===== src/hdl/lcd_drive_cfg.svh =====
// constants for the segment lcd drive block
`ifndef LCD_DRIVE_CFG_SVH
`define LCD_DRIVE_CFG_SVH

`define LCD_SUB_DIV        8
`define LCD_SEG_PINS       21
`define LCD_MEM_WORDS      22
`define LCD_COM_PINS       3
`define LCD_SLOTS_THIRD    2'h3
`define LCD_SLOTS_HALF     2'h2
`define LCD_ADDR_W         8

`define REG_CTRL_OFS       8'h00
`define REG_STATUS_OFS     8'h04
`define REG_DMEM_OFS       8'h40

`define CTRL_TYPE_BIT      7
`define CTRL_PUMP_BIT      2
`define CTRL_DUTY_BIT      1
`define CTRL_ENABLE_BIT    0
`define CTRL_RESET_VAL     8'h00

`define STAT_RESET_BIT     0
`define STAT_DRIVE_BIT     1
`define STAT_SLOT_LSB      2
`define STAT_POL_BIT       4

`define AXI_RESP_OKAY      2'h0
`define AXI_RESP_SLVERR    2'h2

`endif


===== src/hdl/lcd_drive_pkg.sv =====
// types shared by the segment lcd drive block
package lcd_drive_pkg;

    // the three 1/2-bias drive levels of a com or seg pin
    typedef enum logic [1:0] {
        LVL_LOW,
        LVL_MID,
        LVL_HIGH
    } level_t;

    // register decode result
    typedef enum logic [1:0] {
        SEL_CTRL,
        SEL_STATUS,
        SEL_DMEM,
        SEL_NONE
    } reg_sel_t;

endpackage


===== src/hdl/lcd_drive_reset_control.sv =====
// segment lcd drive control with reset handling and axi4-lite registers
// Operation
// - lcd reset is display-off or sleep (or mcu reset)
// - enable low outside reset and sleep: lcd reset, all outputs low
// - sleep resets lcd and drives outputs low even when enabled
// - mcu reset resets lcd and floats all outputs while it lasts
// - watchdog time-out during idle or sleep is no mcu reset here
// - a frame has one time slot per common line in use
// - waveform type bit picks type a or type b drive
// - type b waveforms run at lower frequency than type a
// - every pixel sees zero net dc across a full frame cycle
// - 1/2-bias levels in both three-com and two-com modes
// - display enable clears at power-on so display starts off
// - duty bit 0 gives three coms, 1 two coms; third com becomes segment
// - lcd clock is sub oscillator divided by eight
// - memory bit 1 lights pixel, 0 blanks it, read continuously
//
// The address map and the AXI4-Lite register port were chosen for this implementation.
`timescale 1ns/1ns
`include "lcd_drive_cfg.svh"

module lcd_drive_reset_control
    import lcd_drive_pkg::*;
#(
    parameter int SEG_PINS  = `LCD_SEG_PINS,
    parameter int MEM_WORDS = `LCD_MEM_WORDS,
    parameter int SUB_DIV   = `LCD_SUB_DIV
)
(
    input  wire logic                   clk_sys,
    input  wire logic                   reset_n,
    input  wire logic                   subOscClock,
    input  wire logic                   mcuResetReq,
    input  wire logic                   wdtTimeoutReq,
    input  wire logic                   idleMode,
    input  wire logic                   sleepMode,
    input  wire logic [`LCD_ADDR_W-1:0] awaddr,
    input  wire logic [2:0]             awprot,
    input  wire logic                   awvalid,
    output logic                        awready,
    input  wire logic [31:0]            wdata,
    input  wire logic [3:0]             wstrb,
    input  wire logic                   wvalid,
    output logic                        wready,
    output logic [1:0]                  bresp,
    output logic                        bvalid,
    input  wire logic                   bready,
    input  wire logic [`LCD_ADDR_W-1:0] araddr,
    input  wire logic [2:0]             arprot,
    input  wire logic                   arvalid,
    output logic                        arready,
    output logic [31:0]                 rdata,
    output logic [1:0]                  rresp,
    output logic                        rvalid,
    input  wire logic                   rready,
    output level_t [`LCD_COM_PINS-1:0]  comLevel,
    output level_t [SEG_PINS-1:0]       segLevel,
    output logic                        driveEn,
    output logic                        pumpEn
);

    localparam int         ADDR_W   = `LCD_ADDR_W;
    localparam int         COM_PINS = `LCD_COM_PINS;
    localparam int         WORD_W   = ADDR_W - 2;
    localparam logic [7:0] CTRL_RST = `CTRL_RESET_VAL;

    if (MEM_WORDS != SEG_PINS + 1 || SEG_PINS < 1 ||
        (`REG_DMEM_OFS >> 2) + MEM_WORDS > (1 << WORD_W))
    begin : badSize
        $error("lcd_drive_reset_control: memory size does not fit the pins");
    end

    typedef struct packed {
        logic                                waveType;
        logic                                pumpEn;
        logic                                dutySelect;
        logic                                displayOnCtl;
        logic [MEM_WORDS-1:0][COM_PINS-1:0]  dispMem;
        logic [1:0]                          slot;
        logic                                phase;
        logic                                frameInv;
        level_t [COM_PINS-1:0]               comLevel;
        level_t [SEG_PINS-1:0]               segLevel;
        logic                                driveEn;
        logic                                awTaken;
        logic [ADDR_W-1:0]                   awAddr;
        logic                                wTaken;
        logic [7:0]                          wByte;
        logic                                wLane;
        logic                                bvalid;
        logic [1:0]                          bresp;
        logic                                rvalid;
        logic [31:0]                         rdata;
        logic [1:0]                          rresp;
    } state_t;

    state_t     state_r;
    state_t     state_nxt;
    logic [1:0] rstPipe_r;
    logic       rstN;
    logic       lcdTick;
    logic       mcuHold;
    logic       lcdReset;
    logic [1:0] lastSlot;
    logic       polarity;

    // register decode shared by read and write paths
    function automatic reg_sel_t decodeSel(input logic [ADDR_W-1:0] addr);
        logic [WORD_W-1:0] word;
        word = addr[ADDR_W-1:2];
        if (word == WORD_W'(`REG_CTRL_OFS >> 2))
            return SEL_CTRL;
        else if (word == WORD_W'(`REG_STATUS_OFS >> 2))
            return SEL_STATUS;
        else if (word >= WORD_W'(`REG_DMEM_OFS >> 2) &&
                 word <  WORD_W'((`REG_DMEM_OFS >> 2) + MEM_WORDS))
            return SEL_DMEM;
        else
            return SEL_NONE;
    endfunction

    function automatic logic [WORD_W-1:0] dmemIndex(input logic [ADDR_W-1:0] addr);
        return addr[ADDR_W-1:2] - WORD_W'(`REG_DMEM_OFS >> 2);
    endfunction

    // level of a segment pin: lit pixels oppose the active com level
    function automatic level_t segDrive(input logic lit, input logic pol);
        if (lit ^ pol)
            return LVL_LOW;
        else
            return LVL_HIGH;
    endfunction

    function automatic state_t resetState();
        state_t st;
        st              = '0;
        st.waveType     = CTRL_RST[`CTRL_TYPE_BIT];
        st.pumpEn       = CTRL_RST[`CTRL_PUMP_BIT];
        st.dutySelect   = CTRL_RST[`CTRL_DUTY_BIT];
        st.displayOnCtl = CTRL_RST[`CTRL_ENABLE_BIT];
        for (int i = 0; i < COM_PINS; i++)
            st.comLevel[i] = LVL_LOW;
        for (int i = 0; i < SEG_PINS; i++)
            st.segLevel[i] = LVL_LOW;
        st.bresp = `AXI_RESP_OKAY;
        st.rresp = `AXI_RESP_OKAY;
        return st;
    endfunction

    localparam state_t STATE_RST = resetState();

    // reset: asynchronous assertion, release through two flops
    always_ff @(posedge clk_sys or negedge reset_n)
    begin
        if (!reset_n)
            rstPipe_r <= 2'h0;
        else
            rstPipe_r <= {rstPipe_r[0], 1'b1};
    end

    assign rstN = rstPipe_r[1];

    lcd_clock_divider #(
        .SUB_DIV     (SUB_DIV)
    ) clockDivider (
        .clk_sys     (clk_sys),
        .rstN        (rstN),
        .subOscClock (subOscClock),
        .lcdTick     (lcdTick)
    );

    // watchdog time-out in low-power modes does not count
    assign mcuHold  = mcuResetReq | (wdtTimeoutReq & ~(idleMode | sleepMode));
    assign lcdReset = ~state_r.displayOnCtl | sleepMode | mcuHold;
    assign lastSlot = state_r.dutySelect ? `LCD_SLOTS_HALF - 2'h1
                                         : `LCD_SLOTS_THIRD - 2'h1;
    // type a inverts every half slot, type b every frame
    assign polarity = state_r.waveType ? state_r.frameInv : state_r.phase;

    always_comb
    begin
        reg_sel_t          wSel;
        reg_sel_t          rSel;
        logic [WORD_W-1:0] wIdx;
        logic [WORD_W-1:0] rIdx;
        logic [COM_PINS-1:0] memWord;
        wSel      = decodeSel(state_r.awAddr);
        rSel      = decodeSel(araddr);
        wIdx      = dmemIndex(state_r.awAddr);
        rIdx      = dmemIndex(araddr);
        memWord   = '0;
        state_nxt = state_r;

        // write address and data, taken in either order
        if (awvalid && awready)
        begin
            state_nxt.awTaken = 1'b1;
            state_nxt.awAddr  = awaddr;
        end
        if (wvalid && wready)
        begin
            state_nxt.wTaken = 1'b1;
            state_nxt.wByte  = wdata[7:0];
            state_nxt.wLane  = wstrb[0];
        end
        if (state_r.bvalid && bready)
            state_nxt.bvalid = 1'b0;

        if (state_r.awTaken && state_r.wTaken && !state_r.bvalid)
        begin
            state_nxt.awTaken = 1'b0;
            state_nxt.wTaken  = 1'b0;
            state_nxt.bvalid  = 1'b1;
            state_nxt.bresp   = `AXI_RESP_OKAY;
            case (wSel)
                SEL_CTRL:
                begin
                    if (state_r.wLane)
                    begin
                        state_nxt.waveType     = state_r.wByte[`CTRL_TYPE_BIT];
                        state_nxt.pumpEn       = state_r.wByte[`CTRL_PUMP_BIT];
                        state_nxt.dutySelect   = state_r.wByte[`CTRL_DUTY_BIT];
                        state_nxt.displayOnCtl = state_r.wByte[`CTRL_ENABLE_BIT];
                    end
                end
                SEL_STATUS:
                begin
                    state_nxt.bresp = `AXI_RESP_OKAY;
                end
                SEL_DMEM:
                begin
                    if (state_r.wLane)
                        state_nxt.dispMem[wIdx] = state_r.wByte[COM_PINS-1:0];
                end
                default:
                begin
                    state_nxt.bresp = `AXI_RESP_SLVERR;
                end
            endcase
        end

        // read channel
        if (state_r.rvalid && rready)
            state_nxt.rvalid = 1'b0;
        if (arvalid && arready)
        begin
            state_nxt.rvalid = 1'b1;
            state_nxt.rdata  = '0;
            state_nxt.rresp  = `AXI_RESP_OKAY;
            case (rSel)
                SEL_CTRL:
                begin
                    state_nxt.rdata[`CTRL_TYPE_BIT]   = state_r.waveType;
                    state_nxt.rdata[`CTRL_PUMP_BIT]   = state_r.pumpEn;
                    state_nxt.rdata[`CTRL_DUTY_BIT]   = state_r.dutySelect;
                    state_nxt.rdata[`CTRL_ENABLE_BIT] = state_r.displayOnCtl;
                end
                SEL_STATUS:
                begin
                    state_nxt.rdata[`STAT_RESET_BIT]                 = lcdReset;
                    state_nxt.rdata[`STAT_DRIVE_BIT]                 = state_r.driveEn;
                    state_nxt.rdata[`STAT_SLOT_LSB+1:`STAT_SLOT_LSB] = state_r.slot;
                    state_nxt.rdata[`STAT_POL_BIT]                   = polarity;
                end
                SEL_DMEM:
                begin
                    memWord = state_r.dispMem[rIdx];
                    // the third com bit reads zero in half duty
                    if (state_r.dutySelect)
                        memWord[COM_PINS-1] = 1'b0;
                    state_nxt.rdata[COM_PINS-1:0] = memWord;
                end
                default:
                begin
                    state_nxt.rresp = `AXI_RESP_SLVERR;
                end
            endcase
        end

        // frame timing
        if (lcdReset)
        begin
            state_nxt.slot     = 2'h0;
            state_nxt.phase    = 1'b0;
            state_nxt.frameInv = 1'b0;
        end
        else if (lcdTick)
        begin
            if (!state_r.waveType && !state_r.phase)
            begin
                state_nxt.phase = 1'b1;
            end
            else
            begin
                state_nxt.phase = 1'b0;
                if (state_r.slot >= lastSlot)
                begin
                    state_nxt.slot     = 2'h0;
                    state_nxt.frameInv = ~state_r.frameInv;
                end
                else
                begin
                    state_nxt.slot = state_r.slot + 2'h1;
                end
            end
        end

        // pin levels
        if (mcuHold)
        begin
            state_nxt.driveEn = 1'b0;
            for (int i = 0; i < COM_PINS; i++)
                state_nxt.comLevel[i] = LVL_LOW;
            for (int i = 0; i < SEG_PINS; i++)
                state_nxt.segLevel[i] = LVL_LOW;
        end
        else if (lcdReset)
        begin
            state_nxt.driveEn = 1'b1;
            for (int i = 0; i < COM_PINS; i++)
                state_nxt.comLevel[i] = LVL_LOW;
            for (int i = 0; i < SEG_PINS; i++)
                state_nxt.segLevel[i] = LVL_LOW;
        end
        else
        begin
            state_nxt.driveEn = 1'b1;
            for (int c = 0; c < COM_PINS; c++)
            begin
                if (2'(c) == state_r.slot)
                    state_nxt.comLevel[c] = polarity ? LVL_LOW : LVL_HIGH;
                else
                    state_nxt.comLevel[c] = LVL_MID;
            end
            for (int s = 0; s < SEG_PINS; s++)
                state_nxt.segLevel[s] = segDrive(state_r.dispMem[s][state_r.slot], polarity);
            if (state_r.dutySelect)
                state_nxt.comLevel[COM_PINS-1] =
                    segDrive(state_r.dispMem[MEM_WORDS-1][state_r.slot], polarity);
        end
    end

    always_ff @(posedge clk_sys or negedge rstN)
    begin
        if (!rstN)
            state_r <= STATE_RST;
        else
            state_r <= state_nxt;
    end

    // bus handshakes
    assign awready  = ~state_r.awTaken & ~state_r.bvalid;
    assign wready   = ~state_r.wTaken & ~state_r.bvalid;
    assign arready  = ~state_r.rvalid;
    assign bvalid   = state_r.bvalid;
    assign bresp    = state_r.bresp;
    assign rvalid   = state_r.rvalid;
    assign rdata    = state_r.rdata;
    assign rresp    = state_r.rresp;

    // pin outputs
    assign comLevel = state_r.comLevel;
    assign segLevel = state_r.segLevel;
    assign driveEn  = state_r.driveEn;
    assign pumpEn   = state_r.pumpEn;

endmodule // lcd_drive_reset_control


===== src/hdl/lcd_clock_divider.sv =====
// lcd timing tick from the synchronised sub oscillator clock
`timescale 1ns/1ns
`include "lcd_drive_cfg.svh"

module lcd_clock_divider
    import lcd_drive_pkg::*;
#(
    parameter int SUB_DIV = `LCD_SUB_DIV
)
(
    input  wire logic clk_sys,
    input  wire logic rstN,
    input  wire logic subOscClock,
    output logic      lcdTick
);

    localparam int CNT_W = (SUB_DIV > 2) ? $clog2(SUB_DIV) : 1;

    if (SUB_DIV < 2)
    begin : badDiv
        $error("lcd_clock_divider: SUB_DIV must be at least 2");
    end

    typedef struct packed {
        logic             sync1;
        logic             sync2;
        logic             sync3;
        logic [CNT_W-1:0] cnt;
        logic             tick;
    } div_state_t;

    div_state_t divState_r;
    div_state_t divState_nxt;

    // one tick per SUB_DIV rising edges of the sub oscillator
    always_comb
    begin
        divState_nxt       = divState_r;
        divState_nxt.sync1 = subOscClock;
        divState_nxt.sync2 = divState_r.sync1;
        divState_nxt.sync3 = divState_r.sync2;
        divState_nxt.tick  = 1'b0;
        if (divState_r.sync2 && !divState_r.sync3)
        begin
            if (divState_r.cnt == CNT_W'(SUB_DIV - 1))
            begin
                divState_nxt.cnt  = '0;
                divState_nxt.tick = 1'b1;
            end
            else
            begin
                divState_nxt.cnt = divState_r.cnt + CNT_W'(1);
            end
        end
    end

    always_ff @(posedge clk_sys or negedge rstN)
    begin
        if (!rstN)
            divState_r <= '0;
        else
            divState_r <= divState_nxt;
    end

    assign lcdTick = divState_r.tick;

endmodule // lcd_clock_divider


===== config.mk =====
export PLATFORM = sky130hd
export DESIGN_NAME = lcd_drive_reset_control
export DESIGN_NICKNAME = d
export VERILOG_FILES = /design/src/hdl/lcd_drive_pkg.sv /design/src/hdl/lcd_drive_reset_control.sv /design/src/hdl/lcd_clock_divider.sv
export VERILOG_INCLUDE_DIRS = /design/src /design/src/hdl
export SDC_FILE = /design/constraint.sdc
export NUM_CORES = 1
export LEC_CHECK = 0
export BUFFER_PORTS_ARGS = -buffer_cell sky130_fd_sc_hd__buf_4
export CORE_ASPECT_RATIO = 0.7
export CORE_MARGIN = 5
export CORE_UTILIZATION = 59
export DETAILED_ROUTE_END_ITERATION = 10
export HOLD_SLACK_MARGIN = 0.03
export PLACE_DENSITY = 0.94
export SLEW_MARGIN = 40
export SYNTH_ARGS = -nofsm -noshare
export SYNTH_HDL_FRONTEND = slang
export SYNTH_SLANG_ARGS = --single-unit

===== constraint.sdc =====
create_clock -name clk_sys -period 8.3 [get_ports clk_sys]
set_input_delay 1.245 -clock clk_sys [delete_from_list [all_inputs] [get_ports clk_sys]]
set_output_delay 1.245 -clock clk_sys [all_outputs]
set_load 0.05 [all_outputs]

; After elaboration in Yosys (flattened, before gate mapping)
; Index checks and enable logic that the tools add are counted.
[op_classes]
n_addsub = 4
order_cmp = 9
n_eq_ne = 10
mux = 110
bitwise = 36
reduce_logical = 33
[op_table]
columns = op, count
row1 = 49-bit two-way mux, 2
row2 = 2-bit two-way mux, 37
row3 = 66-bit bitwise mux, 1
row4 = 1-bit binary-select mux with 2-bit select, 22
row5 = 1-bit two-way mux, 36
row6 = 35-bit two-way mux, 1
row7 = "6-bit < comparator, second input constant", 4
row8 = 1-bit bitwise XOR, 22
row9 = 3-bit binary-select mux with 5-bit select, 1
row10 = 3-bit demux with 5-bit select, 1
row11 = "6-bit by 1-bit == test with 1-bit output, second input constant", 2
row12 = "6-bit by 5-bit greater-or-equal comparator with 1-bit output, second input constant", 2
row13 = 1-bit logical AND, 12
row14 = 6-bit zero test, 2
row15 = 3-bit two-way mux, 4
row16 = 2-bit nonzero test, 6
row17 = "6-bit by 5-bit subtractor with 6-bit output, second input constant", 2
row18 = 10-bit two-way mux, 1
row19 = 9-bit two-way mux, 1
row20 = 3-bit case mux with 3 select lines, 1
row21 = 3-bit AND reduction, 3
row22 = 4-bit two-way mux, 2
row23 = 1-bit NOT, 7
row24 = "6-bit by 1-bit greater-or-equal comparator with 1-bit output, second input constant", 1
row25 = other kinds (16), 29
[word_totals]
reg_bits = 163
input_bits = 70

; Depth between registers and ports, before layout
; Gate-level depths: netlist of run 1.
[logic_depth]
ltp_word = 9
ltp_mapped = 8
depth_no_buf = 7

; By module
; From an unflattened synthesis of run 1, not the netlist that was laid out.
[unflattened]
cells_unflattened = 654
area_unflattened_um2 = 7201.9
[modules_own_cells]
columns = module, n_inst, cells_per_inst, area_each_um2, seq_area_each_um2
row1 = lcd_drive_reset_control, 1, 639, 6931.6, 3178.0
row2 = lcd_clock_divider, 1, 15, 270.3, 175.2

; Worst setup path before layout of run 1
; Ideal clock, no wire load.
[synth_timing]
kind = input -> register
from = input port araddr[5]
to = register state_r, in the netlist rdata[2]
setup_time_ps = 68
arrival_time_ps = 2640
setup_slack_ps = 5592
stages = 6
n_path_buf = 1
cell_sequence = clkbuf_1 -> or3b_2 -> o221ai_1 -> a31oi_1 -> a2111oi_0 -> a221o_1
[synth_via]
elab_chain_len = 7
elab_cells_between_ends = 16
[synth_rtl]
columns = element, line
row1 = "start, declared", lcd_drive_reset_control.sv:48  ; input wire logic [`LCD_ADDR_W-1:0] araddr,
row2 = "parallel branches: the longest is 6 deep, another holds 6-bit by 5-bit subtractor with 6-bit output", --
row3 = 3-bit case mux with 3 select lines *, lcd_drive_reset_control.sv:250  ; case (rSel)
row4 = "end signal, assigned", lcd_drive_reset_control.sv:348  ; state_r <= state_nxt;
row5 = "end, declared", lcd_drive_reset_control.sv:97  ; state_t state_r;
; Mark *: on every way between the ends. The select of a mux whose other input is x is not followed.
; A chain may end at the register's enable or synchronous reset.

; Worst setup path in the final report of run 1
[layout_timing]
from = register state_r[54] in the netlist's numbering
to = register state_r[142] in the netlist's numbering
[layout_via]
elab_chain_len = 7
elab_cells_between_ends = 17
[layout_rtl]
columns = element
row1 = "parallel branches: the longest is 7 deep, another holds 6-bit by 5-bit subtractor with 6-bit output"
; Several ways; the timed one is not identified.

==> results.sh, run 1 <==
export IMPL_r2r_end="state_r[142]"
export IMPL_drc=0
export IMPL_hpwl_um=11400
export IMPL_run_status="finished clean"
export IMPL_timing_fmax_mhz=317
export IMPL_cp_buffers_inverters=1
export IMPL_h_tree_depth=4
export IMPL_cp_data_arrival_time_ns=3.46
export IMPL_cp_max_fo=12
export IMPL_port_buffers=70
export IMPL_antenna_cells=0
export IMPL_track_usage_pct=24.1
export IMPL_crit_slowest_cell="dfrtp_1"
export IMPL_fin_setup_tns_ns=0
export IMPL_yosysWarnings=0
export IMPL_finalHoldViolCount=0
export IMPL_start_util_pct=61.1
export IMPL_ff2ff_setup_slack_ns=5.14
export IMPL_async_flop_share_pct=100
export IMPL_insertion_delay_ns=0.42
export IMPL_synth_seq_cells=134
export IMPL_grt_pass1_vias=5299
export IMPL_p_per_area_nw_per_um2=276
export IMPL_final_max_slew_viol_count=0
export IMPL_max_stage_delay_ns=0.72
export IMPL_relSlewSlack_pct=53.8
export IMPL_wire_per_inst_um=20.0
export IMPL_rsz0062_at_grt="no"
export IMPL_reg2reg_from="state_r[54]"
export IMPL_grt_ovfl_total=0
export IMPL_cpLargestDelayFamily="simple AND/OR/NAND/NOR gates"
export IMPL_critPathRequiredTime_ns=8.61
export IMPL_postSynthAreaPerCell_um2=11.1
export IMPL_io_pins=161
export IMPL_min_path_type="reg -> async"
export IMPL_final_nets=764
export IMPL_dieArea_um2=14700
export IMPL_intPower_w=0.00147
export IMPL_drive_above_1_share_pct=30.2
export IMPL_clock_power_share_pct=36.2
export IMPL_grt_pass1_wl_um=27200
export IMPL_start_kind="flop"
export IMPL_cap_violations=0
export IMPL_cts_setup_buffers=0
export IMPL_crit_type="reg -> reg"
export IMPL_via_per_inst=5.96
export IMPL_pwr_share_seq_pct=41.9
export IMPL_swShare_pct=34.9
export IMPL_synth_seq_area_share_pct=46.1
export IMPL_core_um2=11900
export IMPL_netlist_instances=657
export IMPL_rr_worst_depth=7
export IMPL_setup_viol=0
export IMPL_root_buffer="clkbuf_16"
export IMPL_finalPower_w=0.00225
export IMPL_cp_end_kind="flop"
export IMPL_cts_tree="yes"
export IMPL_cts_reportedPaths_clkPinSlew_ns=0.06
export IMPL_cts_hold_buffers=0
export IMPL_clock_skew_ns=0.00481
export IMPL_fin_crit_sh_pct=38.0
export IMPL_drtAntennaViolNets=0
export IMPL_antenna_found_initial=0
export IMPL_switchingPower_w=0.000785
export IMPL_fp_dieW_um=143
export IMPL_multi_input_area_um2=3330
export IMPL_first_pass_iters=5
export IMPL_die_h_um=103
export IMPL_route_vias_total=5086
export IMPL_fill_cells=822
export IMPL_synth_flop_cell="dfrtp_1"
export IMPL_rows=33
export IMPL_synth_edf_count=0
export IMPL_tightest_slew_ns=0.690
export IMPL_combPwrFrac_pct=21.9
export IMPL_max_vdd_ir_drop_v=0.000228
export IMPL_drtIter0Drc=485
export IMPL_place_gp_congestion=0.891
export IMPL_cts_buffers=17
export IMPL_synth_distinct_cells=59
export IMPL_p_leak_nw=3.87
export IMPL_routed_wl_um=17000
export IMPL_cpMostUsedCell="nand2_1"
export IMPL_synthesis_area_um2=7270
export IMPL_holdWs_ns=0.300
export IMPL_clockBufferDepth=2
export IMPL_min_period_ns=3.16
export IMPL_crit_chain="inv_1 -> ha_1 -> nand2_1 -> nor4b_1 -> nand2_1 -> nor2_1 -> mux2_2"
export IMPL_cts_resized=0
export IMPL_grt_start_max_net_pins=68
export IMPL_clock_sinks=134
export IMPL_area_delta_synth_final_pct=12.0
export IMPL_regArea_um2=3360
[per-layer routing]
metal / vias to the layer above / track usage (%) / wire length [um]
met3: 48 / 7.93 / 1750
met5: - / 0 / 0
li1: 2196 / - / -
met4: 0 / 8.55 / 387
met1: 2559 / 30.2 / 6630
met2: 283 / 39.8 / 8260
[cells in the mapped netlist, drive strengths merged (4+ instances only)]
library cell,number,area share (%)
and3,4,0.34
nand2,47,2.4
xnor2,21,2.5
nor3b,4,0.48
nand3b,7,0.72
buf,94,9.3
a21oi,12,0.83
inv,8,0.41
and2,4,0.34
clkbuf,22,1.1
nand2b,6,0.52
or3,4,0.41
nand3,6,0.48
nor3,6,0.48
o21ai,32,2.2
nor2,53,2.7
nand4b,4,0.65
mux2,86,13
mux2i,45,6.2
ha,11,1.9
dfrtp,134,46
[worst max path at each step]
stage,to,cells past startpoint,slack [ns],start
final,state_r[142],7,5.14,state_r[54]
after detailed placement,rdata[2],5,5.17,araddr[2]
after CTS,state_r[142],7,5.29,state_r[54]
after global placement,rdata[2],5,5.23,araddr[2]
after floorplan,bresp[1],0,4.29,rstPipe_r[1]
after global routing,state_r[140],7,5.01,state_r[54]
[registers in the layout (all words and copies together), names as in the netlist]
name / cells
rdata: 6
bvalid: 1
driveEn: 1
state_r: 86
rstPipe_r: 2
comLevel: 6
bresp: 1
clockDivider.divState_nxt: 2
pumpEn: 1
clockDivider.lcdTick: 1
rvalid: 1
rresp: 1
segLevel: 21
clockDivider.divState_r: 4
[layout by cell type, fill, tap and decap left out, types with 5 or more instances in the layout]
cell type  count
a21oi_1       12
buf_4         73
clkbuf_16     17
conb_1        50
dfrtp_1      130
ha_1          11
inv_1          8
inv_6          5
mux2_1         6
mux2_2        77
mux2i_1       44
nand2_1       46
nand2b_1       6
nand3_1        5
nand3b_1       7
nor2_1        53
nor3_1         5
o21ai_0       32
xnor2_1       21
[cell type report]
cell class / instances / share of cell area, %
clock buffer: 17 / 5.22
clock inverter: 15 / 2.66
timing repair buffer: 75 / 7.11
inverter: 8 / 0.369
multi-input combinational: 447 / 40.9
sequential: 134 / 41.3
tap: 157 / 2.41
[power by group through the flow]
| stage | Clock, W | Sequential [W] | Combinational [W] |
|---|---|---|---|
| floorplan | 0 | 0.000850 | 0.000445 |
| global placement | 0 | 0.000927 | 0.000461 |
| detailed placement | 0 | 0.000943 | 0.000481 |
| CTS | 0.000824 | 0.000935 | 0.000487 |
| global route | 0.000854 | 0.000956 | 0.000531 |
| finish | 0.000814 | 0.000943 | 0.000492 |
[logic make-up after synthesis]
kind of cell,count (synthesis),share of synthesized area [%]
fa+ha+maj,12,2.03
other cells,2,0.103
xor+xnor,22,2.65
mux,134,20.6
compound gates,71,6.21
simple gates,158,11.4
flops,134,46.1
buf+inv,124,10.9
[per-stage QoR]
step           worst slack (ns)  instance area [um^2]  cells  util (%)
6_report                   5.14                  8140    853      68.5
5_1_grt                    5.01                  8140    853      68.5
4_1_cts                    5.29                  8110    852      68.2
3_5_place_dp               5.17                  7470    820      62.8
3_3_place_gp               5.23                  7460    820      62.7
2_1_floorplan              4.29                  7450    705         -
Note: power is estimated with default switching activity, not from simulation.
==> inputs of run 2 (changes only) <==
CORE_UTILIZATION = 50   (was 59)
PLACE_DENSITY = 0.85   (was 0.94)
clock period = 2.7 ns   (was 8.3 ns; I/O delays follow)
==> results.sh, run 2 (synthesis results as in run 1) <==
export IMPL_hold_path_cell_count=1
export IMPL_track_usage_pct=19.1
export IMPL_cts_resized=0
export IMPL_area_delta_synth_final_pct=13.5
export IMPL_wire_per_inst_um=18.3
export IMPL_io_pins=161
export IMPL_setup_viol=0
export IMPL_tightest_slew_ns=0.681
export IMPL_final_max_slew_viol_count=0
export IMPL_cp_startpoint="state_r[54]"
export IMPL_drive_above_1_share_pct=30.3
export IMPL_cp_max_fo=5
export IMPL_grt_pass1_vias=4739
export IMPL_min_path_type="in -> reg"
export IMPL_core_um2=14100
export IMPL_clockBufferDepth=2
export IMPL_via_per_inst=5.45
export IMPL_first_pass_iters=5
export IMPL_layout_commonest_cell="dfrtp_1"
export IMPL_fin_crit_sh_pct=89.3
export IMPL_max_vdd_ir_drop_v=0.000696
export IMPL_crit_type="reg -> reg"
export IMPL_drtIter0Drc=357
export IMPL_insertion_delay_ns=0.42
export IMPL_final_nets=774
export IMPL_timing_fmax_mhz=415
export IMPL_fin_setup_tns_ns=0
export IMPL_place_gp_congestion=0.872
export IMPL_finalHoldViolCount=0
export IMPL_port_buffers=70
export IMPL_relSlewSlack_pct=53.4
export IMPL_hpwl_um=11300
export IMPL_start_util_pct=51.6
export IMPL_clock_sinks=134
export IMPL_fp_dieW_um=154
export IMPL_cts_buffers=17
export IMPL_die_h_um=111
export IMPL_p_leak_nw=3.91
export IMPL_critPathRequiredTime_ns=3.00
export IMPL_cts_reportedPaths_clkPinSlew_ns=0.06
export IMPL_min_period_ns=2.41
export IMPL_rows=36
export IMPL_layout_common_cells="dfrtp_1 (130), buf_4 (81), mux2_2 (77)"
export IMPL_clock_skew_ns=0.00760
export IMPL_run_status="finished clean"
export IMPL_grt_start_max_net_pins=101
export IMPL_final_area_um2=8250
export IMPL_route_vias_total=4887
export IMPL_largest_reg_flops=86
export IMPL_start_kind="flop"
export IMPL_cts_tree="yes"
export IMPL_antenna_cells=0
export IMPL_root_buffer="clkbuf_16"
export IMPL_regMostFlops="state_r"
export IMPL_drc=0
export IMPL_routed_wl_um=16400
export IMPL_cts_setup_buffers=0
export IMPL_hold_start="subOscClock"
export IMPL_cap_violations=0
export IMPL_p_per_area_nw_per_um2=828
export IMPL_antenna_found_initial=0
export IMPL_reg2reg_from="state_r[54]"
export IMPL_rsz0062_at_grt="no"
export IMPL_grt_ovfl_total=0
export IMPL_cp_data_arrival_time_ns=2.71
export IMPL_rr_worst_depth=7
export IMPL_drtAntennaViolNets=0
export IMPL_cp_end_kind="flop"
export IMPL_place_area_um2=7610
export IMPL_h_tree_depth=4
export IMPL_grt_pass1_wl_um=25900
export IMPL_dieArea_um2=17100
## run 2: cell count changes in the layout (fill, tap and decap cells not counted), sizes merged
cell / previous run / this run
clkinv: 3 / 5
clkbuf: 17 / 20
inv: 14 / 9
dlygate4sd3: 0 / 1
buf: 75 / 84
## run 2: worst paths after layout
kind                       slack, ns                           end
setup reg to reg                0.29                  state_r[129]
hold / removal                  0.09  clockDivider.divState_nxt[5]
setup / recovery                0.29                  state_r[129]
hold reg to reg                 0.27  clockDivider.divState_nxt[5]
min in group asynchronous       0.27  clockDivider.divState_nxt[5]
max in group asynchronous       1.56                      rdata[1]
## run 2: area by class of cell
type | instances | area (um^2)
clock buffers | 20 | 447
well taps | 190 | 238
inverters | 8 | 30.0
repair buffers | 85 | 678
fillers | 1149 | 5850
multi-input cells | 447 | 3320
flip-flops and latches | 134 | 3360
clock inverters | 12 | 176
## run 2: what timing repair did
| item | in CTS | in global routing |
|---|---|---|
| hold buffers | 1 | 0 |
| hold endpoints to repair | 2 | 0 |
| endpoints found under the setup margin | 0 | 0 |
## run 2: power by group
part / leakage [nW] / switching [W] / internal [W] / total (W)
clock network: 0.300 / 0.000866 / 0.00157 / 0.00243
registers: 1.81 / 0.000464 / 0.00233 / 0.00279
logic: 1.80 / 0.000968 / 0.000639 / 0.00161
## run 2: metrics by stage
step	instances	util [%]	power, W	setup slack, ns	hold slack (ns)
after floorplan	705	-	0.00398	0.246	0.109
after global placement	863	54.0	0.00432	0.404	0.189
after detailed placement	863	54.0	0.00440	0.327	0.189
after CTS	896	58.5	0.00684	0.289	0.0795
after global routing	896	58.5	0.00713	0.0496	0.0810
final	896	58.5	0.00683	0.289	0.0943
## run 2: per-layer routing
layer / track usage, % / wire length (um) / vias to the layer above
met4: 5.47 / 159 / 0
met3: 5.38 / 1640 / 19
li1: - / - / 2218
met5: 0 / 0 / -
met2: 27.7 / 7160 / 247
met1: 28.0 / 7410 / 2403
## run 2: worst max-delay path, cell delays in order, from the launching register on
cell and delay, ns:
dfrtp_1 0.38, inv_1 0.11, ha_1 0.30, nand2_1 0.08
nor4b_1 0.52, nand2_1 0.20, nor2_1 0.33, mux2_2 0.37
==> inputs of run 3 (changes only) <==
CORE_ASPECT_RATIO = 0.8   (was 0.7)
==> results.sh, run 3 (synthesis results as in run 1) <==
export IMPL_cts_setup_buffers=0
export IMPL_cts_resized=0
export IMPL_hold_start="subOscClock"
export IMPL_cts_hold_buffers=1
export IMPL_drtIter0Drc=319
export IMPL_clock_sinks=134
export IMPL_cts_buffers=17
export IMPL_cts_reportedPaths_clkPinSlew_ns=0.06
export IMPL_core_um2=14200
export IMPL_via_per_inst=5.40
export IMPL_cp_startpoint="state_r[54]"
export IMPL_clockBufferDepth=2
export IMPL_start_kind="flop"
export IMPL_fin_setup_tns_ns=0
export IMPL_root_buffer="clkbuf_16"
export IMPL_crit_chain="inv_1 -> ha_1 -> a211oi_4 -> nand4bb_4 -> nor2_1 -> mux2_2"
export IMPL_timing_fmax_mhz=424
export IMPL_p_per_area_nw_per_um2=827
export IMPL_final_max_slew_viol_count=0
export IMPL_setup_viol=0
export IMPL_cts_tree="yes"
export IMPL_cap_violations=0
export IMPL_die_h_um=118
export IMPL_drc=0
export IMPL_run_status="finished clean"
export IMPL_cp_max_fo=8
export IMPL_antenna_cells=0
export IMPL_wire_per_inst_um=17.9
export IMPL_reg2reg_from="state_r[54]"
export IMPL_h_tree_depth=4
export IMPL_pwr_share_seq_pct=40.8
export IMPL_start_util_pct=51.0
export IMPL_antenna_found_initial=0
export IMPL_drtAntennaViolNets=0
export IMPL_crit_type="reg -> reg"
export IMPL_first_pass_iters=5
export IMPL_dieArea_um2=17100
export IMPL_port_buffers=70
export IMPL_fill_cells=1194
export IMPL_relSlewSlack_pct=57.6
export IMPL_place_area_um2=7610
export IMPL_intPower_w=0.00451
export IMPL_hpwl_um=11100
export IMPL_p_leak_nw=3.93
export IMPL_insertion_delay_ns=0.42
export IMPL_largest_reg_flops=86
export IMPL_io_pins=161
export IMPL_clock_skew_ns=0.0104
export IMPL_combPwrFrac_pct=23.9
export IMPL_finalHoldViolCount=0
export IMPL_final_area_um2=8240
export IMPL_cp_data_arrival_time_ns=2.65
export IMPL_track_usage_pct=19.1
export IMPL_area_delta_synth_final_pct=13.4
export IMPL_routed_wl_um=16000
export IMPL_rows=39
export IMPL_fp_dieW_um=145
export IMPL_swShare_pct=33.9
export IMPL_grt_ovfl_total=0
export IMPL_grt_pass1_wl_um=25700
export IMPL_route_vias_total=4826
export IMPL_layout_common_cells="dfrtp_1 (130), buf_4 (85), mux2_2 (77)"
export IMPL_min_period_ns=2.36
export IMPL_regMostFlops="state_r"
export IMPL_rsz0062_at_grt="no"
export IMPL_drive_above_1_share_pct=30.7
export IMPL_critPathRequiredTime_ns=2.99
export IMPL_cp_end_kind="flop"
export IMPL_final_nets=777
export IMPL_crit_slowest_cell="a211oi_4"
export IMPL_grt_pass1_vias=4884
export IMPL_clock_power_share_pct=35.3
export IMPL_max_vdd_ir_drop_v=0.000654
export IMPL_fin_crit_sh_pct=87.3
export IMPL_layout_commonest_cell="dfrtp_1"
export IMPL_switchingPower_w=0.00231
export IMPL_place_gp_congestion=0.854
export IMPL_max_stage_delay_ns=0.45
export IMPL_grt_start_max_net_pins=64
export IMPL_tightest_slew_ns=0.622
export IMPL_min_path_type="in -> reg"
[run 3: layout make-up]
| class | count | area [um^2] | share of cell area [%] |
|---|---|---|---|
| Clock buffer | 19 | 433 | 5.25 |
| Clock inverter | 13 | 181 | 2.20 |
| Inverter | 8 | 30.0 | 0.364 |
| Multi-Input combinational cell | 447 | 3320 | 40.3 |
| Sequential cell | 134 | 3360 | 40.8 |
| Tap cell | 184 | 230 | 2.79 |
| Timing Repair Buffer | 88 | 688 | 8.35 |
[run 3: critical path: cells and delay by family, from the launching register on]
| family | cells | cell delay, ns |
|---|---|---|
| and+or+nand+nor | 2 | 0.69 |
| DFF | 1 | 0.36 |
| adders and majority gates | 1 | 0.24 |
| muxes | 1 | 0.38 |
| buffers and inverters | 1 | 0.11 |
| AOI/OAI and AO/OA | 1 | 0.45 |
[run 3: power by group through the flow]
stage	Combinational [W]	Clock, W	Sequential, W
floorplan	0.00137	0	0.00261
global placement	0.00158	0	0.00277
detailed placement	0.00162	0	0.00279
CTS	0.00163	0.00243	0.00276
global route	0.00177	0.00254	0.00283
finish	0.00163	0.00241	0.00278
[run 3: final timing paths]
path	to	slack, ns	depth (start not counted)
worst max register to register	state_r[122]	0.34	6
max in group asynchronous	state_r[50]	1.58	1
min in group asynchronous	rstPipe_r[1]	0.30	2
worst min-delay path	clockDivider.divState_nxt[5]	0.1	1
worst max-delay path	state_r[122]	0.34	6
worst min register to register	state_r[106]	0.33	0
[run 3: metal layers]
layer	GRT usage, %	wire (um)
met3	5.81	1420
met2	27.8	7070
met4	5.48	181
met5	0	0
met1	27.7	7310
[run 3: stage by stage]
step / total power (W) / hold WS (ns) / std cells / worst slack [ns] / util, %
3_5_place_dp: 0.00441 / 0.189 / 860 / 0.385 / 53.4
6_report: 0.00682 / 0.0958 / 893 / 0.344 / 57.9
5_1_grt: 0.00713 / 0.0788 / 893 / 0.263 / 57.9
2_1_floorplan: 0.00398 / 0.109 / 705 / 0.246 / -
4_1_cts: 0.00683 / 0.0824 / 893 / 0.364 / 57.8
3_3_place_gp: 0.00435 / 0.188 / 860 / 0.419 / 53.4
